===== src/ccc_pkg.sv =====
// ccc_pkg: register map, field positions, reset values, modes and timing
// counts shared by the chain communication control block and its timer.
// assumes a single 50 MHz system clock.
package ccc_pkg;

	// clock and timeout step
	localparam int unsigned CLK_FREQ_HZ = 50_000_000;
	localparam int unsigned TO_UNIT_US  = 1000;       // one period step, in microseconds
	localparam int unsigned TO_UNIT_CYC = TO_UNIT_US * (CLK_FREQ_HZ / 1_000_000);
	localparam int unsigned TO_CNT_W    = 32;

	// widths
	localparam int unsigned ADR_W    = 8;
	localparam int unsigned DEV_AW   = 6;
	localparam int unsigned PERIOD_W = 3;

	// register byte offsets
	localparam logic [7:0] ADR_PRIMARY  = 8'h00;
	localparam logic [7:0] ADR_LINK     = 8'h04;
	localparam logic [7:0] ADR_FWD_ADDR = 8'h08;
	localparam logic [7:0] ADR_REV_ADDR = 8'h0C;
	localparam logic [7:0] ADR_TIMEOUT  = 8'h10;
	localparam logic [7:0] ADR_FAULT    = 8'h14;
	localparam logic [7:0] ADR_UNLOCK   = 8'h18;
	localparam logic [7:0] ADR_DBG_A    = 8'h1C;
	localparam logic [7:0] ADR_DBG_B    = 8'h20;
	localparam logic [7:0] ADR_DBG_STAT = 8'h24;
	localparam logic [7:0] ADR_DBG_FLT  = 8'h28;

	// field positions
	localparam int unsigned PC_DIR_SEL      = 0;
	localparam int unsigned LC_STACK_MEMBER = 0;
	localparam int unsigned LC_STACK_END    = 1;
	localparam int unsigned LC_MULTIDROP    = 2;
	localparam int unsigned TO_SHORT_LSB    = 0;
	localparam int unsigned TO_SHORT_EN     = 3;
	localparam int unsigned TO_LONG_LSB     = 4;
	localparam int unsigned TO_LONG_EN      = 7;
	localparam int unsigned TO_LONG_ACT     = 8;
	localparam int unsigned FS_SHORT        = 0;
	localparam int unsigned FS_LONG         = 1;
	localparam int unsigned DA_USER_DAISY   = 0;
	localparam int unsigned DA_USER_UART    = 1;
	localparam int unsigned DA_MIRROR       = 2;
	localparam int unsigned DA_UART_TX      = 3;
	localparam int unsigned DA_BAUD         = 4;
	localparam int unsigned DB_UP_TX        = 0;
	localparam int unsigned DB_UP_RX        = 1;
	localparam int unsigned DB_LO_TX        = 2;
	localparam int unsigned DB_LO_RX        = 3;

	// codes and reset values
	localparam logic [7:0] UNLOCK_CODE  = 8'hA5;
	localparam logic [7:0] RST_UNLOCK   = 8'h00;
	localparam logic [8:0] RST_TIMEOUT  = 9'h000;
	localparam logic [5:0] RST_DEV_ADDR = 6'h00;
	localparam logic [4:0] RST_DBG_A    = 5'h00;
	localparam logic [3:0] RST_DBG_B    = 4'h0;

	typedef enum logic [1:0] {
		PM_ACTIVE   = 2'b00,
		PM_SLEEP    = 2'b01,
		PM_SHUTDOWN = 2'b10
	} ccc_pmode_e;

	typedef enum logic {
		RESP_IDLE = 1'b0,
		RESP_WAIT = 1'b1
	} ccc_resp_e;

endpackage


===== src/ccc_top.sv =====
// ccc_top: chain communication control with its Wishbone register file.
// assumes a classic Wishbone master on clk and frame, power and fault
// status from logic on the same clock.
// What this block does
// - chain port tx/rx enables follow direction select and stack-end setting
// - base device in reverse direction disables upper port, enables lower
// - stack-end device in reverse direction turns off its lower transmitter
// - broken cable: each side reached by its own direction setting
// - two timeout counters watch for missing valid frames
// - counters run in ACTIVE, clear in SHUTDOWN, freeze in SLEEP
// - short timeout restarts on valid frame, expiry sets short flag
// - long timeout expiry sets flag and sleeps, or shuts down
// - writing 0xA5 to unlock enters debug mode, debug controls apply
// - any other unlock value leaves debug, ports and UART normal
// - user chain control in debug makes ports follow second debug reg
// - user UART control lets chain traffic mirror onto UART
// - without user UART control UART debug functions are off
// - user UART control with baud bit gives 250 kbps, else 1 Mbps
// - debug status shows control owner and port states, always readable
// - multidrop disables both chain ports unless user chain control in debug, UART commands still work
// - multidrop broadcast read: stack end answers first, lower ones follow
// - lower-level fault status readable without debug unlock
// - written direction address takes effect at once as device address
`timescale 1ns/1ps
module ccc_top
	import ccc_pkg::*;
#(
	parameter int unsigned UNIT_CYC = TO_UNIT_CYC
)(
	input  wire logic              clk,
	input  wire logic              reset_n,
	// wishbone slave
	input  wire logic              wb_cyc_i,
	input  wire logic              wb_stb_i,
	input  wire logic              wb_we_i,
	input  wire logic [ADR_W-1:0]  wb_adr_i,
	input  wire logic [3:0]        wb_sel_i,
	input  wire logic [31:0]       wb_dat_i,
	output logic      [31:0]       wb_dat_o,
	output logic                   wb_ack_o,
	// frame and power context
	input  wire logic              valid_frame,
	input  wire logic [1:0]        power_mode,
	input  wire logic              bcast_read_req,
	input  wire logic              peer_resp_done,
	input  wire logic [DEV_AW-1:0] peer_resp_addr,
	input  wire logic [7:0]        uart_fault,
	input  wire logic [7:0]        upper_fault,
	input  wire logic [7:0]        lower_fault,
	// port and mode control
	output logic                   upper_tx_en,
	output logic                   upper_rx_en,
	output logic                   lower_tx_en,
	output logic                   lower_rx_en,
	output logic                   uart_tx_en,
	output logic                   uart_mirror_en,
	output logic                   uart_baud_slow,
	output logic [DEV_AW-1:0]      comm_address,
	output logic                   debug_mode,
	output logic                   sleep_req,
	output logic                   shutdown_req,
	output logic                   resp_start
);

	logic              dir_sel;
	logic              stack_member_flag;
	logic              stack_end_device;
	logic              multidrop;
	logic [DEV_AW-1:0] forward_address;
	logic [DEV_AW-1:0] reverse_address;
	logic [8:0]        timeout_config;
	logic              short_timeout_flag;
	logic              long_timeout_flag;
	logic [7:0]        unlock_value;
	logic [4:0]        debug_link_ctrl_a;
	logic [3:0]        debug_link_ctrl_b;
	logic              wr;
	logic              rd_strobe;
	logic [31:0]       next_rdata;
	logic              short_expire;
	logic              long_expire;
	logic              short_restart;
	logic              long_restart;
	logic              is_active;
	logic              is_shutdown;
	logic              daisy_user;
	logic              uart_user;
	logic              next_up_tx;
	logic              next_up_rx;
	logic              next_lo_tx;
	logic              next_lo_rx;
	logic [TO_CNT_W-1:0] short_count;
	logic [TO_CNT_W-1:0] long_count;
	ccc_resp_e         resp_state;

	// a write lands on the edge where ack rises
	assign wr        = wb_cyc_i && wb_stb_i && wb_we_i && !wb_ack_o;
	assign rd_strobe = wb_cyc_i && wb_stb_i && !wb_ack_o;

	// ack one cycle after the request, dropped the cycle after
	always_ff @(posedge clk or negedge reset_n)
	begin
		if (!reset_n)
			wb_ack_o <= 1'b0;
		else
			wb_ack_o <= rd_strobe;
	end

	// direction and stack configuration
	always_ff @(posedge clk or negedge reset_n)
	begin
		if (!reset_n)
		begin
			dir_sel           <= 1'b0;
			stack_member_flag <= 1'b0;
			stack_end_device  <= 1'b0;
			multidrop         <= 1'b0;
		end
		else if (wr && wb_sel_i[0])
		begin
			if (wb_adr_i == ADR_PRIMARY)
				dir_sel <= wb_dat_i[PC_DIR_SEL];
			if (wb_adr_i == ADR_LINK)
			begin
				stack_member_flag <= wb_dat_i[LC_STACK_MEMBER];
				stack_end_device  <= wb_dat_i[LC_STACK_END];
				multidrop         <= wb_dat_i[LC_MULTIDROP];
			end
		end
	end

	// one address per direction; the selected one is live at once
	always_ff @(posedge clk or negedge reset_n)
	begin
		if (!reset_n)
		begin
			forward_address <= RST_DEV_ADDR;
			reverse_address <= RST_DEV_ADDR;
		end
		else if (wr && wb_sel_i[0])
		begin
			if (wb_adr_i == ADR_FWD_ADDR)
				forward_address <= wb_dat_i[DEV_AW-1:0];
			if (wb_adr_i == ADR_REV_ADDR)
				reverse_address <= wb_dat_i[DEV_AW-1:0];
		end
	end

	assign comm_address = dir_sel ? reverse_address : forward_address;

	// timeout configuration, byte lanes honoured
	always_ff @(posedge clk or negedge reset_n)
	begin
		if (!reset_n)
			timeout_config <= RST_TIMEOUT;
		else if (wr && wb_adr_i == ADR_TIMEOUT)
		begin
			if (wb_sel_i[0])
				timeout_config[7:0] <= wb_dat_i[7:0];
			if (wb_sel_i[1])
				timeout_config[8] <= wb_dat_i[8];
		end
	end

	// period change restarts the counter so the new period applies at once
	assign short_restart = valid_frame || (wr && wb_sel_i[0] && wb_adr_i == ADR_TIMEOUT
		&& wb_dat_i[2:0] != timeout_config[2:0]);
	assign long_restart  = valid_frame || (wr && wb_sel_i[0] && wb_adr_i == ADR_TIMEOUT
		&& wb_dat_i[6:4] != timeout_config[6:4]);
	assign is_active     = (power_mode == PM_ACTIVE);
	assign is_shutdown   = (power_mode == PM_SHUTDOWN);

	// two independent counters gated by their own enables
	ccc_timer #(
		.UNIT_CYC (UNIT_CYC),
		.CNT_W    (TO_CNT_W)
	) u_short_timer (
		.clk      (clk),
		.reset_n  (reset_n),
		.enable   (timeout_config[TO_SHORT_EN]),
		.active   (is_active),
		.shutdown (is_shutdown),
		.restart  (short_restart),
		.period   (timeout_config[TO_SHORT_LSB +: PERIOD_W]),
		.count    (short_count),
		.expire   (short_expire)
	);

	ccc_timer #(
		.UNIT_CYC (UNIT_CYC),
		.CNT_W    (TO_CNT_W)
	) u_long_timer (
		.clk      (clk),
		.reset_n  (reset_n),
		.enable   (timeout_config[TO_LONG_EN]),
		.active   (is_active),
		.shutdown (is_shutdown),
		.restart  (long_restart),
		.period   (timeout_config[TO_LONG_LSB +: PERIOD_W]),
		.count    (long_count),
		.expire   (long_expire)
	);

	// sticky fault flags, write one to clear; a same-cycle expiry wins
	always_ff @(posedge clk or negedge reset_n)
	begin
		if (!reset_n)
		begin
			short_timeout_flag <= 1'b0;
			long_timeout_flag  <= 1'b0;
		end
		else
		begin
			if (short_expire)
				short_timeout_flag <= 1'b1;
			else if (wr && wb_sel_i[0] && wb_adr_i == ADR_FAULT && wb_dat_i[FS_SHORT])
				short_timeout_flag <= 1'b0;
			if (long_expire && !timeout_config[TO_LONG_ACT])
				long_timeout_flag <= 1'b1;
			else if (wr && wb_sel_i[0] && wb_adr_i == ADR_FAULT && wb_dat_i[FS_LONG])
				long_timeout_flag <= 1'b0;
		end
	end

	// mode requests to the power controller, one-cycle pulses
	always_ff @(posedge clk or negedge reset_n)
	begin
		if (!reset_n)
		begin
			sleep_req    <= 1'b0;
			shutdown_req <= 1'b0;
		end
		else
		begin
			sleep_req    <= long_expire && !timeout_config[TO_LONG_ACT];
			shutdown_req <= long_expire && timeout_config[TO_LONG_ACT];
		end
	end

	// debug unlock and debug control registers
	always_ff @(posedge clk or negedge reset_n)
	begin
		if (!reset_n)
		begin
			unlock_value      <= RST_UNLOCK;
			debug_link_ctrl_a <= RST_DBG_A;
			debug_link_ctrl_b <= RST_DBG_B;
		end
		else if (wr && wb_sel_i[0])
		begin
			if (wb_adr_i == ADR_UNLOCK)
				unlock_value <= wb_dat_i[7:0];
			if (wb_adr_i == ADR_DBG_A)
				debug_link_ctrl_a <= wb_dat_i[4:0];
			if (wb_adr_i == ADR_DBG_B)
				debug_link_ctrl_b <= wb_dat_i[3:0];
		end
	end

	// debug settings only bite while unlocked; the stored bits are kept
	assign debug_mode = (unlock_value == UNLOCK_CODE);
	assign daisy_user = debug_mode && debug_link_ctrl_a[DA_USER_DAISY];
	assign uart_user  = debug_mode && debug_link_ctrl_a[DA_USER_UART];

	// chain port enables: the upstream port faces away from the host
	always_comb
	begin
		next_up_tx = 1'b0;
		next_up_rx = 1'b0;
		next_lo_tx = 1'b0;
		next_lo_rx = 1'b0;
		if (daisy_user)
		begin
			next_up_tx = debug_link_ctrl_b[DB_UP_TX];
			next_up_rx = debug_link_ctrl_b[DB_UP_RX];
			next_lo_tx = debug_link_ctrl_b[DB_LO_TX];
			next_lo_rx = debug_link_ctrl_b[DB_LO_RX];
		end
		else if (multidrop)
		begin
			next_up_tx = 1'b0;
		end
		else if (!dir_sel)
		begin
			next_up_tx = !stack_end_device || !stack_member_flag;
			next_up_rx = 1'b1;
			next_lo_tx = stack_member_flag;
			next_lo_rx = stack_member_flag;
		end
		else
		begin
			next_lo_tx = !stack_end_device || !stack_member_flag;
			next_lo_rx = 1'b1;
			next_up_tx = stack_member_flag;
			next_up_rx = stack_member_flag;
		end
	end

	// registered so the port drivers never see a glitch
	always_ff @(posedge clk or negedge reset_n)
	begin
		if (!reset_n)
		begin
			upper_tx_en <= 1'b0;
			upper_rx_en <= 1'b0;
			lower_tx_en <= 1'b0;
			lower_rx_en <= 1'b0;
		end
		else
		begin
			upper_tx_en <= next_up_tx;
			upper_rx_en <= next_up_rx;
			lower_tx_en <= next_lo_tx;
			lower_rx_en <= next_lo_rx;
		end
	end

	// uart: stack devices keep tx off unless the user turns it on
	always_ff @(posedge clk or negedge reset_n)
	begin
		if (!reset_n)
		begin
			uart_tx_en     <= 1'b0;
			uart_mirror_en <= 1'b0;
			uart_baud_slow <= 1'b0;
		end
		else
		begin
			uart_tx_en     <= !stack_member_flag
				|| (uart_user && debug_link_ctrl_a[DA_UART_TX]);
			uart_mirror_en <= uart_user && debug_link_ctrl_a[DA_MIRROR];
			uart_baud_slow <= uart_user && debug_link_ctrl_a[DA_BAUD];
		end
	end

	// multidrop broadcast read: answer after the next-higher address has
	// answered; a lost peer answer leaves this device waiting until reconfigured
	always_ff @(posedge clk or negedge reset_n)
	begin
		if (!reset_n)
		begin
			resp_state <= RESP_IDLE;
			resp_start <= 1'b0;
		end
		else
		begin
			resp_start <= 1'b0;
			case (resp_state)
				RESP_IDLE:
				begin
					if (multidrop && bcast_read_req)
					begin
						if (stack_end_device)
							resp_start <= 1'b1;
						else
							resp_state <= RESP_WAIT;
					end
				end
				RESP_WAIT:
				begin
					if (!multidrop)
						resp_state <= RESP_IDLE;
					else if (peer_resp_done
						&& peer_resp_addr == DEV_AW'(comm_address + DEV_AW'(1)))
					begin
						resp_start <= 1'b1;
						resp_state <= RESP_IDLE;
					end
				end
				default:
					resp_state <= RESP_IDLE;
			endcase
		end
	end

	// read mux; status and fault views need no unlock
	always_comb
	begin
		next_rdata = 32'h0000_0000;
		case (wb_adr_i)
			ADR_PRIMARY:  next_rdata[PC_DIR_SEL] = dir_sel;
			ADR_LINK:     next_rdata[2:0] = {multidrop, stack_end_device, stack_member_flag};
			ADR_FWD_ADDR: next_rdata[DEV_AW-1:0] = forward_address;
			ADR_REV_ADDR: next_rdata[DEV_AW-1:0] = reverse_address;
			ADR_TIMEOUT:  next_rdata[8:0] = timeout_config;
			ADR_FAULT:    next_rdata[1:0] = {long_timeout_flag, short_timeout_flag};
			ADR_UNLOCK:   next_rdata[7:0] = unlock_value;
			ADR_DBG_A:    next_rdata[4:0] = debug_link_ctrl_a;
			ADR_DBG_B:    next_rdata[3:0] = debug_link_ctrl_b;
			ADR_DBG_STAT: next_rdata[6:0] = {debug_mode, lower_rx_en, lower_tx_en,
				upper_rx_en, upper_tx_en, daisy_user, uart_user};
			ADR_DBG_FLT:  next_rdata[23:0] = {lower_fault, upper_fault, uart_fault};
			default:      next_rdata = 32'h0000_0000;
		endcase
	end

	// read data held from the ack cycle until the next read
	always_ff @(posedge clk or negedge reset_n)
	begin
		if (!reset_n)
			wb_dat_o <= 32'h0000_0000;
		else if (rd_strobe && !wb_we_i)
			wb_dat_o <= next_rdata;
	end
endmodule // ccc_top


===== src/ccc_timer.sv =====
// ccc_timer: one programmable communication-loss timeout counter.
// assumes restart and mode inputs come from logic on the same clock.
`timescale 1ns/1ps
module ccc_timer
	import ccc_pkg::*;
#(
	parameter int unsigned UNIT_CYC = TO_UNIT_CYC,
	parameter int unsigned CNT_W    = TO_CNT_W
)(
	input  wire logic                clk,
	input  wire logic                reset_n,
	input  wire logic                enable,
	input  wire logic                active,
	input  wire logic                shutdown,
	input  wire logic                restart,
	input  wire logic [PERIOD_W-1:0] period,
	output logic      [CNT_W-1:0]    count,
	output logic                     expire
);

	logic [CNT_W-1:0] limit;
	logic             at_end;

	// period step count; field 0 still gives one full step
	assign limit  = CNT_W'((32'(period) + 32'h1) * 32'(UNIT_CYC));
	assign at_end = (count == limit - CNT_W'(1));

	// counts only while active; sleep freezes, shutdown or disable clears
	always_ff @(posedge clk or negedge reset_n)
	begin
		if (!reset_n)
			count <= '0;
		else if (shutdown || !enable)
			count <= '0;
		else if (active)
		begin
			if (restart || at_end)
				count <= '0;
			else
				count <= count + CNT_W'(1);
		end
	end

	// one-cycle expiry pulse, then the counter re-arms
	always_ff @(posedge clk or negedge reset_n)
	begin
		if (!reset_n)
			expire <= 1'b0;
		else
			expire <= active && enable && !shutdown && !restart && at_end;
	end

endmodule // ccc_timer


===== config.mk =====
export PLATFORM = sky130hd
export DESIGN_NAME = ccc_top
export DESIGN_NICKNAME = d
export VERILOG_FILES = /design/src/ccc_pkg.sv /design/src/ccc_top.sv /design/src/ccc_timer.sv
export SDC_FILE = /design/constraint.sdc
export NUM_CORES = 1
export LEC_CHECK = 0
export ABC_AREA = 1
export BUFFER_PORTS_ARGS = -buffer_cell sky130_fd_sc_hd__clkbuf_2
export CAP_MARGIN = 0
export CORE_UTILIZATION = 31
export CTS_CLUSTER_DIAMETER = 30
export DETAILED_ROUTE_END_ITERATION = 12
export GPL_TIMING_DRIVEN = 0
export SETUP_SLACK_MARGIN = 0.02
export SYNTH_ARGS = -nofsm -noshare
export SYNTH_HDL_FRONTEND = slang
export SYNTH_HIERARCHICAL = 1
export SYNTH_SLANG_ARGS = --single-unit

===== constraint.sdc =====
create_clock -name clk -period 4.7 [get_ports clk]
set_input_delay 0.235 -clock clk [delete_from_list [all_inputs] [get_ports clk]]
set_output_delay 0.235 -clock clk [all_outputs]
set_load 0.01 [all_outputs]

# After elaboration in Yosys (flattened, before gate mapping)
# Index checks and enable logic that the tools add are counted.
# word_totals
register_bits,146
out_inout_bits,50
# classes
bitwise,1
n_reduce_logical,63
n_mux,43
n_addsub,7
n_eq_ne,17
n_mul,2
# ops
cell,count
$mux 32,6
$add 32x1->32 const B,2
$eq 32x32->1,2
$mul 32x12->28 const B,2
$sub 32x1->32 const B,2
$eq 8x5->1 const B,4
$logic_and 1x1->1,30
$eq 8x6->1 const B,3
$mux 1,24
$reduce_and 2->1,9
$eq 8x4->1 const B,2
$mux 15,1
$pmux 1 s11,1
$logic_not 1->1,10
$pmux 1 s10,1
$pmux 1 s9,1
$add 3x1->4 const B,2
$eq 8x3->1 const B,1
$eq 8x8->1 const B,1
$logic_not 8->1,1
$logic_or 1x1->1,8
$pmux 1 s8,1
$reduce_bool 2->1,4
$pmux 1 s7,1
other kinds (11),14

# Longest topological paths before layout
# Gate-level depths: netlist of the first run.
# logic_depth
depth_word,11
mapped_depth,25
depth_no_buf,24

# Cells and area by module
# The synthesis of the first run kept the hierarchy.
# modules_own_cells
mod,cells_each,area_each_um2,instances
ccc_top,539,4097.7,1
ccc_timer (u_long_timer),619,3818.7,1
ccc_timer (u_short_timer),613,3771.1,1

# Worst setup path before layout of the first run
# Ideal clock, no wire load.
# synth_path
path_kind,flip-flop to flip-flop
startpoint,register timeout_config[4]
endpoint,register u_long_timer.count[18]
slack_ns,1.036
required_time_ns,4.583
setup_time_ns,0.117
path_stages_with_launch,22
arrival_time_ns,3.547
synth_period_minus_slack_ns,3.664
path_cell_list,dfrtp_1 -> buf_4 -> inv_1 -> ha_1 -> ha_1 -> xnor2_1 -> ha_1 -> a31o_2 -> ha_1 -> nand2_1 -> inv_1 -> nor2_2 -> nor2_2 -> nand2_1 -> nor2_1 -> nand3_1 -> nand2_1 -> xnor2_2 -> nand4_4 -> buf_6 -> nand3_1 -> nand2_1
# synth_via
elab_chain_len,8
word_cells_on_any_way,11
classes_between,add/sub (2); mul (1); eq/ne (2); mux (3); reduce/logical (3)
# synth_lines
element,line,text
from (decl),ccc_top.sv:71,logic [8:0] timeout_config;
from (signal assigned),ccc_top.sv:159,timeout_config[7:0] <= wb_dat_i[7:0];
$add 3x1->4,ccc_timer.sv:25,assign limit = CNT_W'((32'(period) + 32'h1) * 32'(UNIT_CYC));
$mul 32x12->28,ccc_timer.sv:25,
$sub 32x1->32,ccc_timer.sv:26,assign at_end = (count == limit - CNT_W'(1));
$eq 32x32->1,ccc_timer.sv:26,
$logic_or 1x1->1 (*),ccc_timer.sv:37,if (restart || at_end)
$mux 32 (*),ccc_timer.sv:37,
$mux 32 (*),ccc_timer.sv:35,else if (active)
$mux 32 (*),ccc_timer.sv:33,else if (shutdown || !enable)
to (signal assigned),ccc_timer.sv:40,count <= count + CNT_W'(1);
to (decl),ccc_timer.sv:17,"output logic [CNT_W-1:0] count,"
# Mark *: on every way between the ends. The rest lies on a longest branch, timed or not. The select of a mux whose other input is x is not followed.
# A chain may end at the register's enable or synchronous reset.

# Worst setup path after layout of the first run
# layout_path
startpoint,register timeout_config[4]
endpoint,register u_long_timer.count[13]
# Same word-level chain as after synthesis.

==> results of run 1 <==
through the flow:
step	utilization	cells
2_1_floorplan	-	1778
3_3_place_gp	0.348	2382
3_5_place_dp	0.349	2383
4_1_cts	0.366	2416
5_1_grt	0.367	2417
6_report	0.367	2417
critical path, delay by kind of cell (launching register included):
kind,cells,cell delay [ns]
flops,1,0.48
simple gates,13,1.49
compound gates,1,0.21
xor+xnor,1,0.14
buf+inv,3,0.62
fa+ha+maj,4,1.27
per-layer routing:
layer  part of all wire  wire length [µm]  global-route usage  up-vias
met3              0.037              1260              0.0203       58
li1                   -                 -                   -     5936
met2               0.47             15700               0.295      296
met5                  0                 0                   0        -
met4              0.023               783              0.0639        0
met1               0.47             16000               0.237     5453
synthesized netlist by cell type (3+ instances only):
library cell | instances | area [µm²]
inv_1 | 185 | 694
buf_4 | 17 | 128
and2_1 | 3 | 18.8
nand4_1 | 43 | 269
a31oi_1 | 3 | 18.8
nor2_2 | 15 | 93.8
nand3_1 | 171 | 856
or2_1 | 4 | 25.0
and3_1 | 4 | 25.0
nor3_2 | 3 | 30.0
nor4_1 | 12 | 75.1
nand2_1 | 627 | 2350
a21oi_1 | 36 | 180
o21ai_0 | 42 | 210
or2_2 | 3 | 18.8
dfrtp_1 | 146 | 3650
nor3_1 | 47 | 235
xnor2_1 | 16 | 140
nor2_4 | 10 | 113
xor2_1 | 36 | 315
ha_1 | 43 | 538
buf_6 | 7 | 78.8
nor2_1 | 171 | 642
clkbuf_1 | 14 | 52.6
o21ai_1 | 23 | 115
nand3_2 | 32 | 320
o211ai_1 | 3 | 22.5
nand3b_1 | 6 | 45.0
buf_2 | 10 | 50.1
nand2_2 | 11 | 68.8
nand3_4 | 3 | 52.6
area by class of cell:
cell class,count,area share
Clock buffer,17,0.0315
Sequential cell,146,0.270
Inverter,188,0.0522
Multi-Input combinational cell,1391,0.517
Timing Repair Buffer,103,0.0412
Clock inverter,15,0.0144
Buffer,53,0.0266
Tap cell,504,0.0466
cells by family (layout without fill, tap and decap cells):
logic type	count (synthesis)	after routing	share of synthesized area
AOI/OAI and AO/OA	117	117	0.0540
xor gates and xnor gates	54	54	0.0418
adders and majority gates	43	43	0.0460
buffers and inverters	241	376	0.0912
DFF	146	146	0.313
other	1	8	0.000321
and+or+nand+nor	1169	1169	0.454
sequential cells by signal, indices dropped and copies added (netlist names), 4 cells and up:
signal and flops:
forward_address 6, u_long_timer/count 32, wb_dat_o 24, reverse_address 6, u_short_timer/count 32, debug_link_ctrl_a 5
timeout_config 9, unlock_value 8, debug_link_ctrl_b 4
worst paths after layout:
path                                     endpoint  slack, ns  cells past startpoint
max                        u_long_timer/count[13]       0.37                     22
min                                  wb_dat_o[21]       0.02                      3
max reg2reg                u_long_timer/count[13]       0.37                     22
min reg2reg                    short_timeout_flag       0.46                      2
max in group asynchronous         unlock_value[3]       3.49                      3
min in group asynchronous  u_short_timer/count[3]       0.39                      2
report_power, final:
part	internal (mW)	switching (mW)	leakage, nW
clock network	0.767	0.667	0.294
registers	1.26	0.00583	2.01
logic	0.0571	0.117	4.23
total	2.09	0.789	6.54
layout by cell type (no fill, tap or decap), types with 5 or more instances in the layout:
cell and instances:
nor2_4 10, nand3b_1 6, clkbuf_2 99, nor3_1 47, xnor2_1 16, nand3_2 32, nor4_1 12, a21oi_1 36
inv_1 185, nand4_1 43, nand2_2 11, nand3_1 171, buf_2 10, nor2_2 15, dfrtp_1 146, clkinv_8 5
o21ai_1 23, clkbuf_1 14, clkbuf_16 17, xor2_1 36, conb_1 8, nor2_1 171, o21ai_0 42, buf_6 7
ha_1 43, nand2_1 627, buf_4 17
==> flow_summary.yaml, run 1 <==
route:
  dr.pass1.iters: 6
  via_per_inst: 4.86
  drtIter0Drc: 776
  wl_per_cell_um: 13.9
  vias: 11700
  ant_nets: 0
  wl_mm: 33.7
  drc: 0
setup_path:
  crit_path_top_delay_cell: "ha_1"
  cp-end-kind: "flop"
  reg2reg_from: "timeout_config[4]"
  max_stage_delay_ns: 0.49
  worst_setup_path_start_kind: "flop"
  cp_cell_sequence: "buf_4 > inv_1 > ha_1 > ha_1 > xnor2_1 > ha_1 > a31o_2 > ha_1 > nand3_1 > nand2_1 > nand2_1 > nand2_2 > nand2_1 > nor2_1 > nand3_1 > nand2_1 > nand3b_1 > nand2_1 > nand4_4 > buf_6 > nand3_1 > nand2_1"
  path_common_cell: "nand2_1"
  critPathRequiredTime_ns: 5.03
  cp.arrival_ns: 4.66
  worstPathMaxFanout: 10
  worstSetupStartpoint: "timeout_config[4]"
  path_class: "flop to flop"
hold_path:
  hold_path.class: "input pin to flop"
  holdCritStartpoint: "lower_fault[5]"
clock_network:
  htreeDepth: 4
  root_buffer: "clkbuf_16"
  postCtsHoldBufs: 1
  cts_buffers: 17
  cts_resized: 0
  worstSkewPairLatency_ns: 0.44
  path_clk_slew_ns: 0.07
  clock_sinks: 146
  clock_path_buffers: 2
  post_cts_buffers: 0
  cts_tree: "yes"
synthesis:
  ys_types: 50
  yosysSeqAreaShare: 0.313
  synth-edff-count: 0
  ys_seq_elements: 146
  post_synth.cell_area_avg_um2: 6.60
  synth_area_um2: 11700
  netlist_instances: 1771
  synth_ff_type: "dfrtp_1"
  ys_warn_count: 6
  async_flop_share: 1.00
die:
  die_h_um: 196
  start_util: 0.317
  dieWidth_um: 196
  core-area_um2: 36900
  die_area_um2: 38500
  row_count: 70
  ios: 134
finish:
  area.growth.synth_to_final_pct: 15.7
  antennaDiodeCount: 0
  post-route-cell-area_um2: 13500
  register_area_um2: 3650
  final_net_count: 2027
  fill_cells: 3952
  final_layout_size_suffix_gt1_frac: 0.134
  multi_input_area_um2: 6990
timing:
  hold-worst-slack_ns: 0.0204
  finalSetupTns_ns: 0
  finalCriticalPeriod_ns: 4.33
  max_clock_freq_ghz: 0.231
  worst_pin_slew_ns: 0.915
  fin_worst_skew_ns: 0.0126
  worst_slew_margin_rel: 0.385
  setup_slack_ns: 0.372
  rsz0062_at_grt: "no"
  setup_violations: 0
  maxSlewViolCount: 0
  fin_crit_sh: 0.921
  final-hold-violation-count: 0
power_and_ir_drop:
  powerDensity_nw_per_um2: 213
  power.leakage_nw: 6.54
  p_total_mw: 2.88
  vdd_ir_drop_max_uv: 183
outcome:
  status: "finished, final reports clean"
global_route:
  overflow: 0
  grt_usage: 0.178
  grt_pass1_vias: 11000
  grt_pass1_wl_mm: 55.7
  grt_antenna_before_repair: 0
  grt_max_degree: 81
placed_design:
  dpl_cell_area_um2: 12900
  hpwl_mm: 25.9
  dpl_worst_slack_ns: 0.368
  place_congestion: 0.888
  portBuffers: 100
job:
  drv_cap: 0
Power figures use the tool's default switching activity.
==> inputs of run 2 (changes only) <==
--- a/config.mk
+++ b/config.mk
@@ -5,7 +5,7 @@
 export SDC_FILE = /design/constraint.sdc
 export NUM_CORES = 1
 export LEC_CHECK = 0
-export ABC_AREA = 1
+export ABC_AREA = 0
 export BUFFER_PORTS_ARGS = -buffer_cell sky130_fd_sc_hd__clkbuf_2
 export CAP_MARGIN = 0
 export CORE_UTILIZATION = 31
==> flow_summary.yaml, run 2 <==
setup_path:
  cp.arrival_ns: 4.89
  worst_path_dominant_cell_family: "buffers and inverters"
  cp-end-kind: "flop"
  worst_setup_path_start_kind: "flop"
  critPathRequiredTime_ns: 5.04
  path_common_cell: "buf_4"
  max_stage_delay_ns: 0.44
  critPathBufInv: 7
  worstPathMaxFanout: 7
  cp_cell_sequence: "buf_4 > ha_2 > xor2_4 > ha_1 > ha_4 > ha_1 > buf_2 > or2_1 > o221ai_1 > nor4_2 > buf_4 > buf_4 > buf_4 > buf_4 > and4_1 > a22oi_2 > o311ai_4 > a31oi_4 > buf_2 > a21oi_1 > mux2i_1"
  crit_path_top_delay_cell: "dfrtp_2"
  path_class: "flop to flop"
route:
  drc: 0
  ant_nets: 0
  drtIter0Drc: 786
  wl_mm: 30.2
  vias: 9403
  wl_per_cell_um: 17.3
  via_per_inst: 5.39
  dr.pass1.iters: 5
job:
  drv_cap: 0
global_route:
  grt_pass1_wl_mm: 47.3
  grt_usage: 0.175
  overflow: 0
  grt_pass1_vias: 9033
  grt_antenna_before_repair: 1
  grt_max_degree: 80
finish:
  antennaDiodeCount: 0
  fill_cells: 3283
  final_util: 0.390
  final_net_count: 1418
  final_common_cell: "dfrtp_1"
  multi_input_area_um2: 6550
  final_layout_size_suffix_gt1_frac: 0.266
  register_area_um2: 3660
  reg_top3: "u_long_timer/count (32), u_short_timer/count (32), wb_dat_o (24)"
  mostFrequentLayoutCells: "dfrtp_1, nand2_1, clkbuf_2, nand3_1, nor2_1"
  area.growth.synth_to_final_pct: 23.3
die:
  start_util: 0.316
  row_count: 66
  die_h_um: 185
  die_area_um2: 34100
  ios: 134
  core-area_um2: 32700
  dieWidth_um: 185
synthesis:
  synth_ff_type: "dfrtp_1"
  synth_most_common_cell: "dfrtp_1"
  netlist_instances: 1126
  synth_area_leaders: "dfrtp_1, mux2_2, ha_1"
  ys_types: 95
  synth_area_um2: 10300
  post-synth-top-area-fraction: 0.353
  async_flop_share: 1.00
  post_synth.cell_area_avg_um2: 9.18
  ys_seq_elements: 146
  ys_warn_count: 6
  ys_top_cells_by_count: "dfrtp_1, nand2_1, nand3_1"
  synth-edff-count: 0
  yosysSeqAreaShare: 0.353
  synth_top_area_cell: "dfrtp_1"
timing:
  worst_pin_slew_ns: 1.23
  hold-worst-slack_ns: 0.0160
  setup_violations: 0
  final-hold-violation-count: 0
  max_clock_freq_ghz: 0.220
  finalCriticalPeriod_ns: 4.55
  rsz0062_at_grt: "yes"
  maxSlewViolCount: 0
  fin_crit_sh: 0.968
  fin_worst_skew_ns: 0.0176
  worst_slew_margin_rel: 0.174
  setup_slack_ns: 0.152
clock_network:
  clock_sinks: 146
  worstSkewPairLatency_ns: 0.44
  clock_path_buffers: 2
  path_clk_slew_ns: 0.08
  cts_buffers: 17
  htreeDepth: 4
  cts_tree: "yes"
  root_buffer: "clkbuf_16"
power_and_ir_drop:
  p_total_mw: 2.87
  powerDensity_nw_per_um2: 225
  vdd_ir_drop_max_uv: 189
  power.leakage_nw: 5.47
placed_design:
  portBuffers: 97
  hpwl_mm: 21.3
  dpl_worst_slack_ns: -0.815
  place_congestion: 0.885
outcome:
  status: "finished, final reports clean"
hold_path:
  hold_path.class: "input pin to flop"
==> run 2: repair_timing <==
item	in CTS	in global routing
pin swaps	5	26
endpoints found under the setup margin	64	63
gates cloned	2	0
buffers inserted	15	17
resized for setup	29	38
endpoints found under the hold margin	72	1
hold buffers	6	1
==> run 2: power by group <==
group / internal, mW / switching, mW
Clock: 0.796 / 0.599
Sequential: 1.27 / 0.0103
Combinational: 0.0782 / 0.121
==> run 2: final timing paths <==
kind | cells after the start | slack [ns] | endpoint | from
worst max-delay path | 21 | 0.15 | u_long_timer/count[26] | timeout_config[4]
worst min-delay path | 2 | 0.02 | wb_dat_o[19] | lower_fault[3]
worst max register to register | 21 | 0.15 | u_long_timer/count[26] | timeout_config[4]
worst min register to register | 1 | 0.43 | short_timeout_flag | u_short_timer/expire
max in group asynchronous | 3 | 3.51 | timeout_config[5] | reset_n
min in group asynchronous | 2 | 0.36 | u_short_timer/count[9] | reset_n
==> run 2: cells by family after synthesis <==
family,Yosys count,share of synthesized area
AOI/OAI and AO/OA,255,0.179
xor gates and xnor gates,75,0.0656
adders and majority gates,43,0.0520
buffers and inverters,107,0.0488
DFF,146,0.353
muxes,67,0.0720
other,1,0.000363
and+or+nand+nor,432,0.229
==> run 2: final cells by class <==
cell class,instances,area share
buffer,67,0.0297
clock buffer,17,0.0334
clock inverter,14,0.0132
inverter,40,0.0124
multi-input combinational,881,0.514
sequential,146,0.287
tap,442,0.0434
timing repair buffer,138,0.0667
==> run 2: stage by stage <==
stage                     cells  instance area, µm²  setup TNS (ns)
after CTS                  1727               12400               0
after global placement     1672               11400          -35.45
after detailed placement   1673               11400          -40.73
after global routing       1745               12700         -0.0322
after floorplan            1133               10400               0
final                      1745               12700               0
==> run 2: routing by layer <==
layer | vias to the layer above | wire [µm] | global-route usage
met3 | 40 | 1760 | 0.0336
met2 | 319 | 14800 | 0.294
met1 | 4578 | 13300 | 0.227
met5 | - | 9 | 0
met4 | 2 | 356 | 0.0506
li1 | 4464 | - | -
